**config.mk**
```make
export PLATFORM = sky130hd
export DESIGN_NAME = gfs_supervisor
export DESIGN_NICKNAME = d
export VERILOG_FILES = /design/src/gfs_pkg.sv /design/src/gfs_supervisor.sv /design/src/gfs_comparator.sv
export SDC_FILE = /design/constraint.sdc
export NUM_CORES = 1
export LEC_CHECK = 0
export ABC_AREA = 1
export BUFFER_PORTS_ARGS = -buffer_cell sky130_fd_sc_hd__buf_2
export CAP_MARGIN = 20
export CORE_MARGIN = 4
export CORE_UTILIZATION = 51
export DETAILED_ROUTE_END_ITERATION = 8
export GPL_TIMING_DRIVEN = 1
export HOLD_SLACK_MARGIN = 0.15
export MAX_ROUTING_LAYER = met4
export PLACE_DENSITY = 0.89
export SYNTH_ARGS = -nofsm -noshare
export SYNTH_HDL_FRONTEND = slang
export SYNTH_HIERARCHICAL = 1
export SYNTH_SLANG_ARGS = --single-unit
```
**constraint.sdc**
```tcl
create_clock -name i_clk -period 2.05 [get_ports i_clk]
set_input_delay 0.3075 -clock i_clk [delete_from_list [all_inputs] [get_ports i_clk]]
set_output_delay 0.3075 -clock i_clk [all_outputs]
set_load 0.005 [all_outputs]
```
**src/gfs_pkg.sv**
```systemverilog
package gfs_pkg;
    // Gate path width
    localparam int unsigned GATE_W     = 4;
    // Fault source indices
    localparam int unsigned F_CUR      = 0;
    localparam int unsigned F_VUP      = 1;
    localparam int unsigned F_VLOW     = 2;
    localparam int unsigned F_TEMP     = 3;
    localparam int unsigned F_SUP      = 4;
    localparam int unsigned FAULT_W    = 5;
    // Threshold defaults in engineering units (sampler codes use same scale)
    localparam logic [15:0] CUR_LIM_A  = 16'h001E;  // 30 A
    localparam logic [15:0] VDC_LIM_V  = 16'h01C2;  // 450 V
    localparam logic [15:0] TEMP_LIM_C = 16'h005A;  // 90 degC
    localparam logic [15:0] SUP_MIN_MV = 16'h1194;  // 4500 mV
    localparam logic [15:0] SUP_MAX_MV = 16'h157C;  // 5500 mV
    // Safe patterns
    localparam logic [3:0]  GATE_BLOCK = 4'h0;
    localparam logic [3:0]  GATE_SHORT = 4'h6;      // Both inner switches on
    localparam logic [3:0]  GATE_RST   = 4'h0;
    // Fast sampler timing: 150 ksps at 250 MHz
    localparam int unsigned CLK_HZ     = 250000000;
    localparam int unsigned FAST_SPS   = 150000;
    localparam int unsigned FAST_DIV   = CLK_HZ / FAST_SPS;

    // Gating decode modes
    typedef enum logic [1:0] {
        GFS_MODE_DIRECT = 2'b00,
        GFS_MODE_STATE  = 2'b01
    } gfs_mode_t;

    // Measurement samples
    typedef struct packed {
        logic [15:0] cur_abs;
        logic [15:0] v_up;
        logic [15:0] v_low;
    } gfs_fast_t;

    typedef struct packed {
        logic [15:0] temp;
        logic [15:0] sup_mv;
    } gfs_slow_t;

    // Fault flags out
    typedef struct packed {
        logic fast;
        logic slow;
        logic [FAULT_W-1:0] cause;
    } gfs_flags_t;
endpackage

```
**src/gfs_supervisor.sv**
```systemverilog
`timescale 1ns/1ns
`default_nettype none
// Notes on behaviour
// Default mode passes each optical input straight to its gate output.
// Gates derive from optical commands; optional switching-state decode supported.
// Active fault overrides gating with blocked or short pattern by cause.
// Output flags derived from fast sampler and slow supervisor faults.
// Fast sampler checks voltage and current at about 150 ksps.
// Slow supervisor flags temperature or supply out of range continuously.
// Limits: current over 30 A, half bus over 450 V, over 90 degC.
// Supply fault below 4.5 V or above 5.5 V.
// Global error line is active low, pulled low on any fault.
// Latched fault holds until the manual acknowledge button is pressed.
// Global error is forwarded to the master controller.
// Safe state held while latched, even after sampler flags clear.
module gfs_supervisor (
    input  wire logic                  i_clk,
    input  wire logic                  i_nrst,
    input  wire logic                  i_ce,
    input  wire logic [3:0]            i_opt,
    input  wire gfs_pkg::gfs_mode_t    i_mode,
    input  wire logic [gfs_pkg::FAULT_W-1:0] i_short_sel,
    input  wire gfs_pkg::gfs_fast_t    i_fast,
    input  wire gfs_pkg::gfs_slow_t    i_slow,
    input  wire logic                  i_ack_btn,
    output logic [3:0]                 o_gate,
    output gfs_pkg::gfs_flags_t        o_flags,
    output logic                       o_err_n
);
    import gfs_pkg::*;

    localparam logic [15:0] DIV_LAST = 16'(FAST_DIV - 1);
    localparam logic [15:0] DIV_CNT  = 16'(FAST_DIV);
    // Gate patterns for the three output levels; the zero level uses both inner switches
    localparam logic [3:0]  PAT_NEG  = 4'h3;
    localparam logic [3:0]  PAT_ZERO = 4'h6;
    localparam logic [3:0]  PAT_POS  = 4'hC;
    // Switching-state codes carried on the two low fibres
    localparam logic [1:0]  ST_NEG   = 2'b00;
    localparam logic [1:0]  ST_ZERO  = 2'b01;
    localparam logic [1:0]  ST_POS   = 2'b10;

    // Elaboration checks: the strobe counter is 16 bits and the gate path four switches wide
    if (FAST_DIV < 2 || FAST_DIV > 65535) begin : g_div_chk
        $error("fast sample divider does not fit the strobe counter");
    end
    if (GATE_W != 4) begin : g_gate_chk
        $error("gate width differs from the four optical inputs");
    end
    if (F_SUP >= FAULT_W || F_VLOW >= F_TEMP) begin : g_cause_chk
        $error("fault cause indices do not split into fast and slow groups");
    end

    // Three-level switching-state decode; the unused code blocks every switch
    function automatic logic [3:0] decode_state(input logic [1:0] st);
        case (st)
            ST_NEG:  decode_state = PAT_NEG;
            ST_ZERO: decode_state = PAT_ZERO;
            ST_POS:  decode_state = PAT_POS;
            default: decode_state = GATE_BLOCK;
        endcase
    endfunction

    logic [15:0]        div_r;
    logic [15:0]        div_nxt;
    logic               stb_r;
    logic               stb_nxt;
    logic [FAULT_W-1:0] over;
    logic [FAULT_W-1:0] latch_r;
    logic [FAULT_W-1:0] latch_nxt;
    logic [3:0]         gate_r;
    logic [3:0]         gate_nxt;
    gfs_flags_t         flags_r;
    gfs_flags_t         flags_nxt;
    logic               err_n_r;
    logic               err_n_nxt;

    // Sample strobe at fast sampler rate
    always_comb begin
        stb_nxt = (div_r == DIV_LAST);
        div_nxt = stb_nxt ? '0 : div_r + 16'h0001;
    end

    always_ff @(posedge i_clk or negedge i_nrst) begin
        if (!i_nrst) begin
            div_r <= '0;
            stb_r <= 1'b0;
        end else if (i_ce) begin
            div_r <= div_nxt;
            stb_r <= stb_nxt;
        end
    end

    // Check-only counter of enabled cycles since the last strobe, so the sample
    // spacing is judged apart from the divider that makes it
    logic [15:0]        gap_r;
    logic [15:0]        gap_nxt;

    always_comb begin
        gap_nxt = stb_r ? 16'h0000 : gap_r + 16'h0001;
    end

    always_ff @(posedge i_clk or negedge i_nrst) begin
        if (!i_nrst) begin
            gap_r <= 16'h0000;
        end else if (i_ce) begin
            gap_r <= gap_nxt;
        end
    end

    gfs_comparator u_cmp (
        .i_clk      (i_clk),
        .i_nrst     (i_nrst),
        .i_ce       (i_ce),
        .i_fast_stb (stb_r),
        .i_fast     (i_fast),
        .i_slow     (i_slow),
        .o_over     (over)
    );

    // Fault latch; a live fault beats the acknowledge so it is never lost
    always_comb begin
        latch_nxt = latch_r;
        if (i_ack_btn) begin
            latch_nxt = '0;
        end
        latch_nxt = latch_nxt | over;
    end

    // Gating: command path, overridden by safe pattern while latched
    always_comb begin
        logic [FAULT_W-1:0] act;
        act = latch_nxt;
        if (i_mode == GFS_MODE_STATE) begin
            gate_nxt = decode_state(i_opt[1:0]);
        end else begin
            gate_nxt = i_opt;
        end
        if (|act) begin
            // Short pattern only when every active cause asks for it
            gate_nxt = ((act & ~i_short_sel) == '0) ? GATE_SHORT : GATE_BLOCK;
        end
    end

    // Flags and active-low error line
    always_comb begin
        flags_nxt.cause = latch_nxt;
        flags_nxt.fast  = |latch_nxt[F_VLOW:F_CUR];
        flags_nxt.slow  = |latch_nxt[F_SUP:F_TEMP];
        err_n_nxt       = ~(|latch_nxt);
    end

    always_ff @(posedge i_clk or negedge i_nrst) begin
        if (!i_nrst) begin
            latch_r <= '0;
            gate_r  <= GATE_RST;
            flags_r <= '0;
            err_n_r <= 1'b1;
        end else if (i_ce) begin
            latch_r <= latch_nxt;
            gate_r  <= gate_nxt;
            flags_r <= flags_nxt;
            err_n_r <= err_n_nxt;
        end
    end

    assign o_gate  = gate_r;
    assign o_flags = flags_r;
    assign o_err_n = err_n_r;
endmodule
`default_nettype wire

```
**src/gfs_comparator.sv**
```systemverilog
`timescale 1ns/1ns
`default_nettype none
// Compares samples with limits; fast samples taken on a strobe, slow ones every cycle
module gfs_comparator (
    input  wire logic                     i_clk,
    input  wire logic                     i_nrst,
    input  wire logic                     i_ce,
    input  wire logic                     i_fast_stb,
    input  wire gfs_pkg::gfs_fast_t       i_fast,
    input  wire gfs_pkg::gfs_slow_t       i_slow,
    output logic [gfs_pkg::FAULT_W-1:0]   o_over
);
    import gfs_pkg::*;

    logic [FAULT_W-1:0] over_r;
    logic [FAULT_W-1:0] over_nxt;

    // Fast channels update at sample rate, slow ones every cycle
    always_comb begin
        over_nxt = over_r;
        if (i_fast_stb) begin
            over_nxt[F_CUR]  = i_fast.cur_abs > CUR_LIM_A;
            over_nxt[F_VUP]  = i_fast.v_up > VDC_LIM_V;
            over_nxt[F_VLOW] = i_fast.v_low > VDC_LIM_V;
        end
        over_nxt[F_TEMP] = i_slow.temp > TEMP_LIM_C;
        over_nxt[F_SUP]  = (i_slow.sup_mv < SUP_MIN_MV) ||
                           (i_slow.sup_mv > SUP_MAX_MV);
    end

    always_ff @(posedge i_clk or negedge i_nrst) begin
        if (!i_nrst) begin
            over_r <= '0;
        end else if (i_ce) begin
            over_r <= over_nxt;
        end
    end

    assign o_over = over_r;
endmodule
`default_nettype wire

```
==> qor.yml, run 1 <==
critical_path:
  worstSetupPathType: "flip-flop to flip-flop"
  arrival_ps: 1700
  crit_path_end_kind: "flip-flop"
  worstPathMaxFanout: 4
  cp-start-kind: "flip-flop"
  worstPathRequired_ps: 2280
place:
  placed_cells: 492
  dp_hpwl_mm: 4.86
  portBuffers: 106
  place.gp.congestion: 0.917
grt:
  grt_pass1_vias: 2654
  antenna_found_initial: 0
  grt_max_degree: 35
  overflow: 0
  grt_util_all_layers: 0.250
  grt_pass1_wl_mm: 10.7
power:
  fin_total_pwr_w: 0.00193
  pwr-share-clk: 0.271
  ir_drop_uv: 321
  pwr-share-seq: 0.450
  cellLeakagePower_nw: 1.69
  switchingPower_w: 0.000673
  power_frac_comb: 0.279
  switching_share: 0.349
  internal-power_w: 0.00125
  power.density_mw_per_mm2: 642
yosys:
  syn_inst: 336
  yosys.cell_types.count: 32
  synthTopCellsByArea: "dfrtp_1 36%, nand2_1 13%, inv_1 9.1%"
  yosys_warnings: 6
  ys_seq_area_frac: 0.371
  yosysTopAreaCellShare: 0.359
  syn_area_sq_mm: 0.00230
  yosysTopAreaCell: "dfrtp_1"
  postSynthAreaPerCell_sq_um: 6.84
  synth_seq_cells: 34
  syn-num-nets: 437
clock_tree:
  cts_root_buf: "clkbuf_8"
  clk_pin_slew_ps: 70
  clockBufferDepth: 2
  clock_sinks: 34
  cts_tree: "built"
  cts_made_buffers: 5
  cts.htree.levels: 2
  clkLatencyLatePin_ps: 290
  cts_resized: 0
cells_and_area:
  syn_to_final_growth_pct: 30.4
  nNetsFinal: 549
  fin_cells: 501
  layout-drive-gt1-share: 0.292
  n_fill_cell: 338
  diodes: 0
timing:
  worst_pin_slew_ps: 764
  rsz0062_at_grt: "no"
  finalMaxSlewViolations: 0
  fin_crit_ps: 1470
  finalCritPeriodShare: 0.718
  fmax_ghz: 0.679
  hold_viol: 0
  maxSlewHeadroom: 0.491
  setup_viol: 0
  setup_tns_ps: 0
  skew_ps: 8.28
die:
  die_h_microns: 75.1
  die_w_microns: 75.1
  rows: 24
  io_pins: 107
  initial_core_util: 0.528
  dieArea_sq_mm: 0.00564
  core_sq_mm: 0.00435
flow_run:
  drv_cap: 0
drt:
  drt-initial-drc-count: 127
  vias: 2588
  wl_per_cell_microns: 12.2
  wirelength_mm: 6.11
  viasPerCell: 5.17
  firstDrtPassIters: 4
  antenna_left: 0
  drc: 0
min_path:
  holdCritPathClass: "primary input to flip-flop"
status:
  outcome: "complete, no violations"
==> sequential cells by signal, summed over array words and instances (netlist names) <==
register	count
o_flags	2
div_r	16
o_gate	4
latch_r	5
o_err_n	1
stb_r	1
u_cmp/o_over	5
==> worst max-delay path, cell delays in order (launching register included) <==
cell and delay (ps):
dfrtp_1 390, ha_1 160, inv_1 70, nor3_4 270
nand3_4 130, nor2_4 130, nand2_1 70, nand2_1 90
nand2_1 50, inv_1 40
==> per-stage QoR <==
step	hold WS [ps]	utilization	cell area, sq um	worst slack [ps]
2_1_floorplan	11.9	-	2300	753
3_3_place_gp	415	0.664	2890	666
3_5_place_dp	415	0.664	2890	587
4_1_cts	264	0.689	3000	593
5_1_grt	273	0.689	3000	377
6_report	271	0.689	3000	578
==> placed cells by master (no fill, tap or decap), types with 2 or more instances in the layout <==
master,synthesis,final
o21bai_1,3,3
nor3_1,9,9
nand2_1,79,79
nor4_1,5,5
a21oi_1,9,9
nand3_1,30,30
inv_1,56,56
xor2_1,3,3
dfrtp_1,33,33
nand3b_1,4,4
buf_4,0,2
nor2_1,47,47
nor2_4,2,2
clkbuf_8,0,6
nor2_2,2,2
nand4_1,8,8
ha_1,6,6
nor3_4,2,2
buf_2,1,106
o21ai_0,21,21
==> worst paths after layout <==
kind / start / end / slack, ps / cells after the start
hold / removal: i_fast[8] / u_cmp/o_over[2] / 270 / 3
setup reg to reg: div_r[0] / div_r[14] / 580 / 9
setup / recovery: div_r[0] / div_r[14] / 580 / 9
max in group asynchronous: i_nrst / div_r[2] / 940 / 2
min in group asynchronous: i_nrst / div_r[11] / 620 / 2
hold reg to reg: o_err_n / o_err_n / 470 / 2
==> logic make-up (layout without fill, tap and decap cells) <==
family / Yosys count / count (layout) / share of synthesized area
flip-flops: 34 / 34 / 0.371
XOR/XNOR: 3 / 3 / 0.0114
AND/OR/NAND/NOR: 195 / 195 / 0.395
multiplexers: 1 / 1 / 0.00436
adder cells (fa/ha/maj): 6 / 6 / 0.0327
buffers and inverters: 61 / 174 / 0.100
AO/OA/AOI/OAI: 36 / 36 / 0.0860
==> per-layer routing <==
layer / track usage / part of all wire
met1: 0.256 / 0.38
met2: 0.469 / 0.54
met3: 0.0521 / 0.063
met4: 0.0854 / 0.017
met5: - / 0
==> timing repair <==
| action | CTS | global route |
|---|---|---|
| buffers inserted | 0 | 0 |
| hold endpoints to repair | 33 | 0 |
| hold buffers | 1 | 0 |
==> cell usage after synthesis, drive strengths merged <==
cell,n
ha,6
inv,57
nor4,5
or2,2
a21oi,9
dfstp,1
o21bai,3
nor2b,1
nor3,11
dfrtp,33
and2,1
buf,1
o21ai,22
nand3b,4
xor2,3
clkbuf,3
o211ai,1
nand2,80
nand3,32
nand4,8
a21o,1
mux2i,1
nor2,51
==> final cells by class <==
cell class	instances	area [sq um]	area share
Multi-Input combinational cell	241	1220	0.406
Sequential cell	34	852	0.284
Timing Repair Buffer	109	556	0.185
Inverter	57	214	0.0714
Clock buffer	6	82.6	0.0275
Tap cell	52	65.1	0.0217
Clock inverter	2	12.5	0.00417
==> power groups by stage <==
stage | clock network (W) | registers, W | logic, W
4_1_cts | 0.000536 | 0.000863 | 0.000538
3_5_place_dp | 0 | 0.000873 | 0.000526
3_3_place_gp | 0 | 0.000869 | 0.000505
2_1_floorplan | 0 | 0.000851 | 0.000330
5_1_grt | 0.000553 | 0.000881 | 0.000615
6_report | 0.000521 | 0.000867 | 0.000538
(Power assumes the default switching activity.)
==> run 2: changes to the inputs <==
CORE_UTILIZATION = 47   (was 51)
PLACE_DENSITY = 0.84   (was 0.89)
clock period = 1.47 ns   (was 2.05 ns; I/O delays follow)
==> qor.yml, run 2 (synthesis results as in run 1) <==
drt:
  wirelength_mm: 6.07  # was 6.11 mm
  drt-initial-drc-count: 104  # was 127
  antenna_left: 0  # unchanged
  firstDrtPassIters: 4  # unchanged
  drc: 0  # unchanged
  viasPerCell: 4.95  # was 5.17
  vias: 2566  # was 2588
  wl_per_cell_microns: 11.7  # was 12.2 microns
critical_path:
  r2r_setup_slack_ps: 20  # was 580 ps
  crit_cells: 7  # was 9
  worstPathCellList: "nand2_2 -> nor3_4 -> buf_4 -> nand2_4 -> nor2_2 -> xor2_1 -> inv_1"  # was ha_1 -> inv_1 -> nor3_4 -> nand3_4 -> nor2_4 -> nand2_1 -> nand2_1 -> nand2_1 -> inv_1
  arrival_ps: 1630  # was 1700 ps
  worst_r2r_startpoint: "div_r[4]"  # was div_r[0]
  path_delay_family: "simple AND/OR/NAND/NOR gates"  # unchanged
  crit_path_start: "div_r[4]"  # was div_r[0]
  rr_worst_depth: 7  # was 9
  slowest_delay_ps: 420  # was 390 ps
  worstSetupPathType: "flip-flop to flip-flop"  # unchanged
  crit_buf_inv: 2  # unchanged
  reg2reg_to: "div_r[6]"  # was div_r[14]
  cp_slowest_cell: "dfrtp_1"  # unchanged
  worstPathRequired_ps: 1650  # was 2280 ps
  cp-start-kind: "flip-flop"  # unchanged
  crit_path_end_kind: "flip-flop"  # unchanged
  worstPathMaxFanout: 5  # was 4
  endpoint: "div_r[6]"  # was div_r[14]
clock_tree:
  clockBufferDepth: 2  # unchanged
  clock_sinks: 34  # unchanged
  clk_pin_slew_ps: 70  # about the same
  cts_tree: "built"  # unchanged
  cts_made_buffers: 5  # unchanged
  cts_root_buf: "clkbuf_8"  # unchanged
  cts.htree.levels: 2  # unchanged
  clkLatencyLatePin_ps: 290  # about the same
die:
  dieArea_sq_mm: 0.00607  # was 0.00564 sq mm
  rows: 25  # was 24
  io_pins: 107  # unchanged
  initial_core_util: 0.487  # was 0.528
  core_sq_mm: 0.00472  # was 0.00435 sq mm
  die_h_microns: 77.9  # was 75.1 microns
  die_w_microns: 77.9  # was 75.1 microns
cells_and_area:
  multiInputGateArea_sq_mm: 0.00125  # was 0.00122 sq mm
  final_util: 0.652  # was 0.689
  diodes: 0  # unchanged
  nNetsFinal: 551  # was 549
  mostFrequentLayoutCells: "106 x buf_2, 77 x nand2_1, 55 x inv_1, 42 x nor2_1, 33 x dfrtp_1"  # was 106 x buf_2, 79 x nand2_1, 56 x inv_1, 47 x nor2_1, 33 x dfrtp_1
  regArea_sq_um: 852  # unchanged
  layout-drive-gt1-share: 0.313  # was 0.292
  layout_commonest_cell: "buf_2"  # unchanged
  n_fill_cell: 430  # was 338
  largest-register: "div_r"  # unchanged
  syn_to_final_growth_pct: 33.9  # was 30.4%
  largest_reg_flops: 16  # unchanged
min_path:
  holdCritPathClass: "primary input to flip-flop"  # unchanged
flow_run:
  drv_cap: 0  # unchanged
power:
  pwr-share-clk: 0.300  # was 0.271
  pwr-share-seq: 0.427  # was 0.450
  switching_share: 0.332  # was 0.349
  cellLeakagePower_nw: 1.71  # was 1.69 nW
  power_frac_comb: 0.273  # was 0.279
  ir_drop_uv: 499  # was 321 uV
  power.density_mw_per_mm2: 918  # was 642 mW/mm^2
  internal-power_w: 0.00189  # was 0.00125 W
  switchingPower_w: 0.000939  # was 0.000673 W
grt:
  grt_util_all_layers: 0.216  # was 0.250
  grt_pass1_vias: 2568  # was 2654
  antenna_found_initial: 0  # unchanged
  grt_max_degree: 35  # unchanged
  grt_pass1_wl_mm: 10.5  # was 10.7 mm
  overflow: 0  # unchanged
status:
  outcome: "complete, no violations"  # unchanged
timing:
  maxSlewHeadroom: 0.708  # was 0.491
  finalMaxSlewViolations: 0  # unchanged
  hold_viol: 0  # unchanged
  fmax_ghz: 0.689  # was 0.679 GHz
  fin_crit_ps: 1450  # was 1470 ps
  rsz0062_at_grt: "yes"  # was no
  setup_viol: 0  # unchanged
  fin_ws_ps: 18.5  # was 578 ps
  worst_pin_slew_ps: 438  # was 764 ps
  skew_ps: 6.47  # was 8.28 ps
  finalCritPeriodShare: 0.987  # was 0.718
place:
  place_worst_setup_slack_ps: 30.4  # was 587 ps
  dp_hpwl_mm: 4.86  # about the same
  place.gp.congestion: 0.897  # was 0.917
  portBuffers: 106  # unchanged
-- run 2: power groups by stage --
stage	clock network, W	logic [W]	registers (W)
floorplan	0	0.000461	0.00119
global placement	0	0.000714	0.00121
detailed placement	0	0.000735	0.00122
CTS	0.000858	0.000742	0.00120
global route	0.000901	0.000877	0.00122
finish	0.000848	0.000771	0.00121
-- run 2: area by class of cell --
type | instances | area share
Inverter | 57 | 0.0695
Clock buffer | 7 | 0.0248
Multi-Input combinational cell | 241 | 0.407
Timing Repair Buffer | 111 | 0.185
Clock inverter | 1 | 0.00976
Sequential cell | 34 | 0.277
Tap cell | 67 | 0.0272
-- run 2: how the worst min path moves through the flow --
stage / start / end / slack [ps] / depth (start not counted)
after floorplan: i_nrst / div_r[0] / -80 / 0
final: i_fast[7] / u_cmp/o_over[2] / 200 / 3
after CTS: i_fast[7] / u_cmp/o_over[2] / 200 / 3
after detailed placement: i_nrst / div_r[9] / 280 / 2
after global placement: i_nrst / div_r[9] / 280 / 2
after global routing: i_fast[7] / u_cmp/o_over[2] / 210 / 3
-- run 2: worst reg2reg max path, stage by stage (launching register included) --
cell and delay (ps):
dfrtp_1 420, nand2_2 120, nor3_4 290, buf_4 170
nand2_4 40, nor2_2 100, xor2_1 150, inv_1 50
-- run 2: repair_timing --
action,4_1_cts,5_1_grt
setup endpoints to repair,0,11
hold buffers,1,0
resized for setup,0,12
setup buffers,0,1
hold endpoints to repair,33,0
-- run 2: per-layer routing --
metal / wire [microns] / vias to the layer above / GRT usage
li1: - / 1295 / -
met1: 2500 / 1168 / 0.241
met3: 391 / 12 / 0.0476
met2: 3090 / 91 / 0.384
met4: 92 / 0 / 0.0629
met5: 0 / - / -
-- run 2: metrics by stage --
stage | hold WS, ps | instances | area (sq um) | power, W | TNS, ps
5_1_grt | 206 | 518 | 3080 | 0.00300 | -271
3_5_place_dp | 282 | 508 | 2920 | 0.00195 | 0
2_1_floorplan | -75.1 | 336 | 2300 | 0.00165 | 0
6_report | 204 | 518 | 3080 | 0.00282 | 0
4_1_cts | 201 | 517 | 3040 | 0.00280 | 0
3_3_place_gp | 279 | 508 | 2920 | 0.00192 | 0
==> run 3: changes to the inputs <==
clock period = 1.34 ns   (was 1.47 ns; I/O delays follow)
==> qor.yml, run 3 (synthesis results as in run 1) <==
status:
  outcome: "finished with violations"  # was complete, no violations
  violations: "setup timing"
grt:
  antenna_found_initial: 0  # unchanged
  grt_pass1_wl_mm: 10.5  # about the same
  grt_util_all_layers: 0.217  # was 0.216
  grt_max_degree: 23  # was 35
  overflow: 0  # unchanged
  grt_pass1_vias: 2505  # was 2568
timing:
  rsz0062_at_grt: "yes"  # unchanged
  finalCritPeriodShare: 1.07  # was 0.987
  maxSlewHeadroom: 0.781  # was 0.708
  fin_ws_ps: -95.5  # was 18.5 ps
  finalMaxSlewViolations: 0  # unchanged
  worst_pin_slew_ps: 329  # was 438 ps
  hold_viol: 0  # unchanged
  skew_ps: 11.1  # was 6.47 ps
  setup_viol: 6  # was 0
  fin_crit_ps: 1440  # was 1450 ps
  fmax_ghz: 0.697  # was 0.689 GHz
critical_path:
  worstPathMaxFanout: 4  # was 5
  arrival_ps: 1620  # was 1630 ps
  cp-start-kind: "flip-flop"  # unchanged
  worstSetupPathType: "flip-flop to flip-flop"  # unchanged
  crit_path_end_kind: "flip-flop"  # unchanged
  worstPathRequired_ps: 1530  # was 1650 ps
clock_tree:
  clkLatencyLatePin_ps: 300  # was 290 ps
  clk_pin_slew_ps: 80  # was 70 ps
  cts_made_buffers: 5  # unchanged
  cts_root_buf: "clkbuf_8"  # unchanged
  clock_sinks: 34  # unchanged
  clockBufferDepth: 2  # unchanged
  cts.htree.levels: 2  # unchanged
  cts_tree: "built"  # unchanged
cells_and_area:
  syn_to_final_growth_pct: 43.2  # was 33.9%
  final_cell_area_sq_mm: 0.00329  # was 0.00308 sq mm
  mostFrequentLayoutCells: "106 x buf_2, 77 x nand2_1, 53 x inv_1, 38 x nor2_1, 32 x dfrtp_1"  # was 106 x buf_2, 77 x nand2_1, 55 x inv_1, 42 x nor2_1, 33 x dfrtp_1
  fin_cells: 532  # was 518
  largest-register: "div_r"  # unchanged
  regArea_sq_um: 853  # was 852 sq um
  layout_commonest_cell: "buf_2"  # unchanged
  n_fill_cell: 366  # was 430
  largest_reg_flops: 16  # unchanged
  diodes: 0  # unchanged
  nNetsFinal: 565  # was 551
  layout-drive-gt1-share: 0.368  # was 0.313
  multiInputGateArea_sq_mm: 0.00130  # was 0.00125 sq mm
die:
  core_sq_mm: 0.00472  # unchanged
  die_w_microns: 77.9  # unchanged
  dieArea_sq_mm: 0.00607  # unchanged
  io_pins: 107  # unchanged
  die_h_microns: 77.9  # unchanged
  rows: 25  # unchanged
  initial_core_util: 0.487  # unchanged
power:
  power.density_mw_per_mm2: 1070  # was 918 mW/mm^2
  ir_drop_uv: 718  # was 499 uV
  cellLeakagePower_nw: 1.81  # was 1.71 nW
min_path:
  holdCritPathClass: "primary input to flip-flop"  # unchanged
place:
  dp_hpwl_mm: 5.02  # was 4.86 mm
  place.gp.congestion: 0.896  # was 0.897
  placed_cells: 514  # was 508
  place_area_sq_mm: 0.00299  # was 0.00292 sq mm
  portBuffers: 106  # unchanged
drt:
  drc: 0  # unchanged
  antenna_left: 0  # unchanged
  viasPerCell: 4.88  # was 4.95
  firstDrtPassIters: 5  # was 4
  vias: 2598  # was 2566
  wl_per_cell_microns: 12.5  # was 11.7 microns
  drt-initial-drc-count: 166  # was 104
  wirelength_mm: 6.63  # was 6.07 mm
flow_run:
  drv_cap: 0  # unchanged
-- run 3: per-stage QoR --
stage | setup WS (ps) | power (W) | TNS (ps) | hold slack [ps] | util
global route | -182 | 0.00371 | -1370 | 198 | 0.697
CTS | -19.8 | 0.00340 | -29.4 | 175 | 0.672
global placement | 9.33 | 0.00215 | 0 | 114 | 0.633
finish | -95.5 | 0.00353 | -306 | 169 | 0.697
detailed placement | -84.4 | 0.00220 | -181 | 124 | 0.633
floorplan | 43.3 | 0.00181 | 0 | -94.6 | -
-- run 3: worst paths after layout --
| kind | slack [ps] | cells after the start | endpoint | start |
|---|---|---|---|---|
| worst min register to register | 490 | 2 | o_gate[1] | o_gate[1] |
| worst max register to register | -100 | 8 | div_r[14] | div_r[1] |
| worst min-delay path | 170 | 3 | u_cmp/o_over[2] | i_fast[9] |
| worst max-delay path | -100 | 8 | div_r[14] | div_r[1] |
| max in group asynchronous | 510 | 3 | o_err_n | i_nrst |
| min in group asynchronous | 330 | 2 | div_r[11] | i_nrst |
-- run 3: cell type report --
class	count	area share
tap	67	0.0255
inverter	57	0.0650
clock inverter	3	0.0209
timing repair buffer	125	0.214
clock buffer	5	0.0209
sequential	34	0.259
multi-input combinational	241	0.395
-- run 3: repair_timing --
item / CTS / global route
resized for setup: 3 / 30
buffers inserted: 4 / 5
hold buffers: 1 / 0
setup endpoints to repair: 6 / 19
pin swaps: 6 / 11
endpoints found under the hold margin: 33 / 0
-- run 3: critical path, cell delays in order, from the launching register on --
cell and delay [ps]:
dfrtp_1 410, ha_2 200, inv_2 50, nor3_4 220, nand3_4 140, nor2_4 130
nand3_1 70, nand2_1 70, inv_1 30
-- run 3: report_power, final --
part	switching [W]	internal [W]	total, W
sequential	0.000161	0.00118	0.00134
clock	0.000410	0.000745	0.00116
combinational	0.000592	0.000450	0.00104
total	0.00116	0.00237	0.00353
-- run 3: metal layers --
metal / wire (microns) / vias up / GRT usage
met2: 3570 / 102 / 0.409
met3: 425 / 15 / 0.0452
met1: 2540 / 1158 / 0.229
met5: 0 / - / -
li1: - / 1323 / -
met4: 92 / 0 / 0.0542
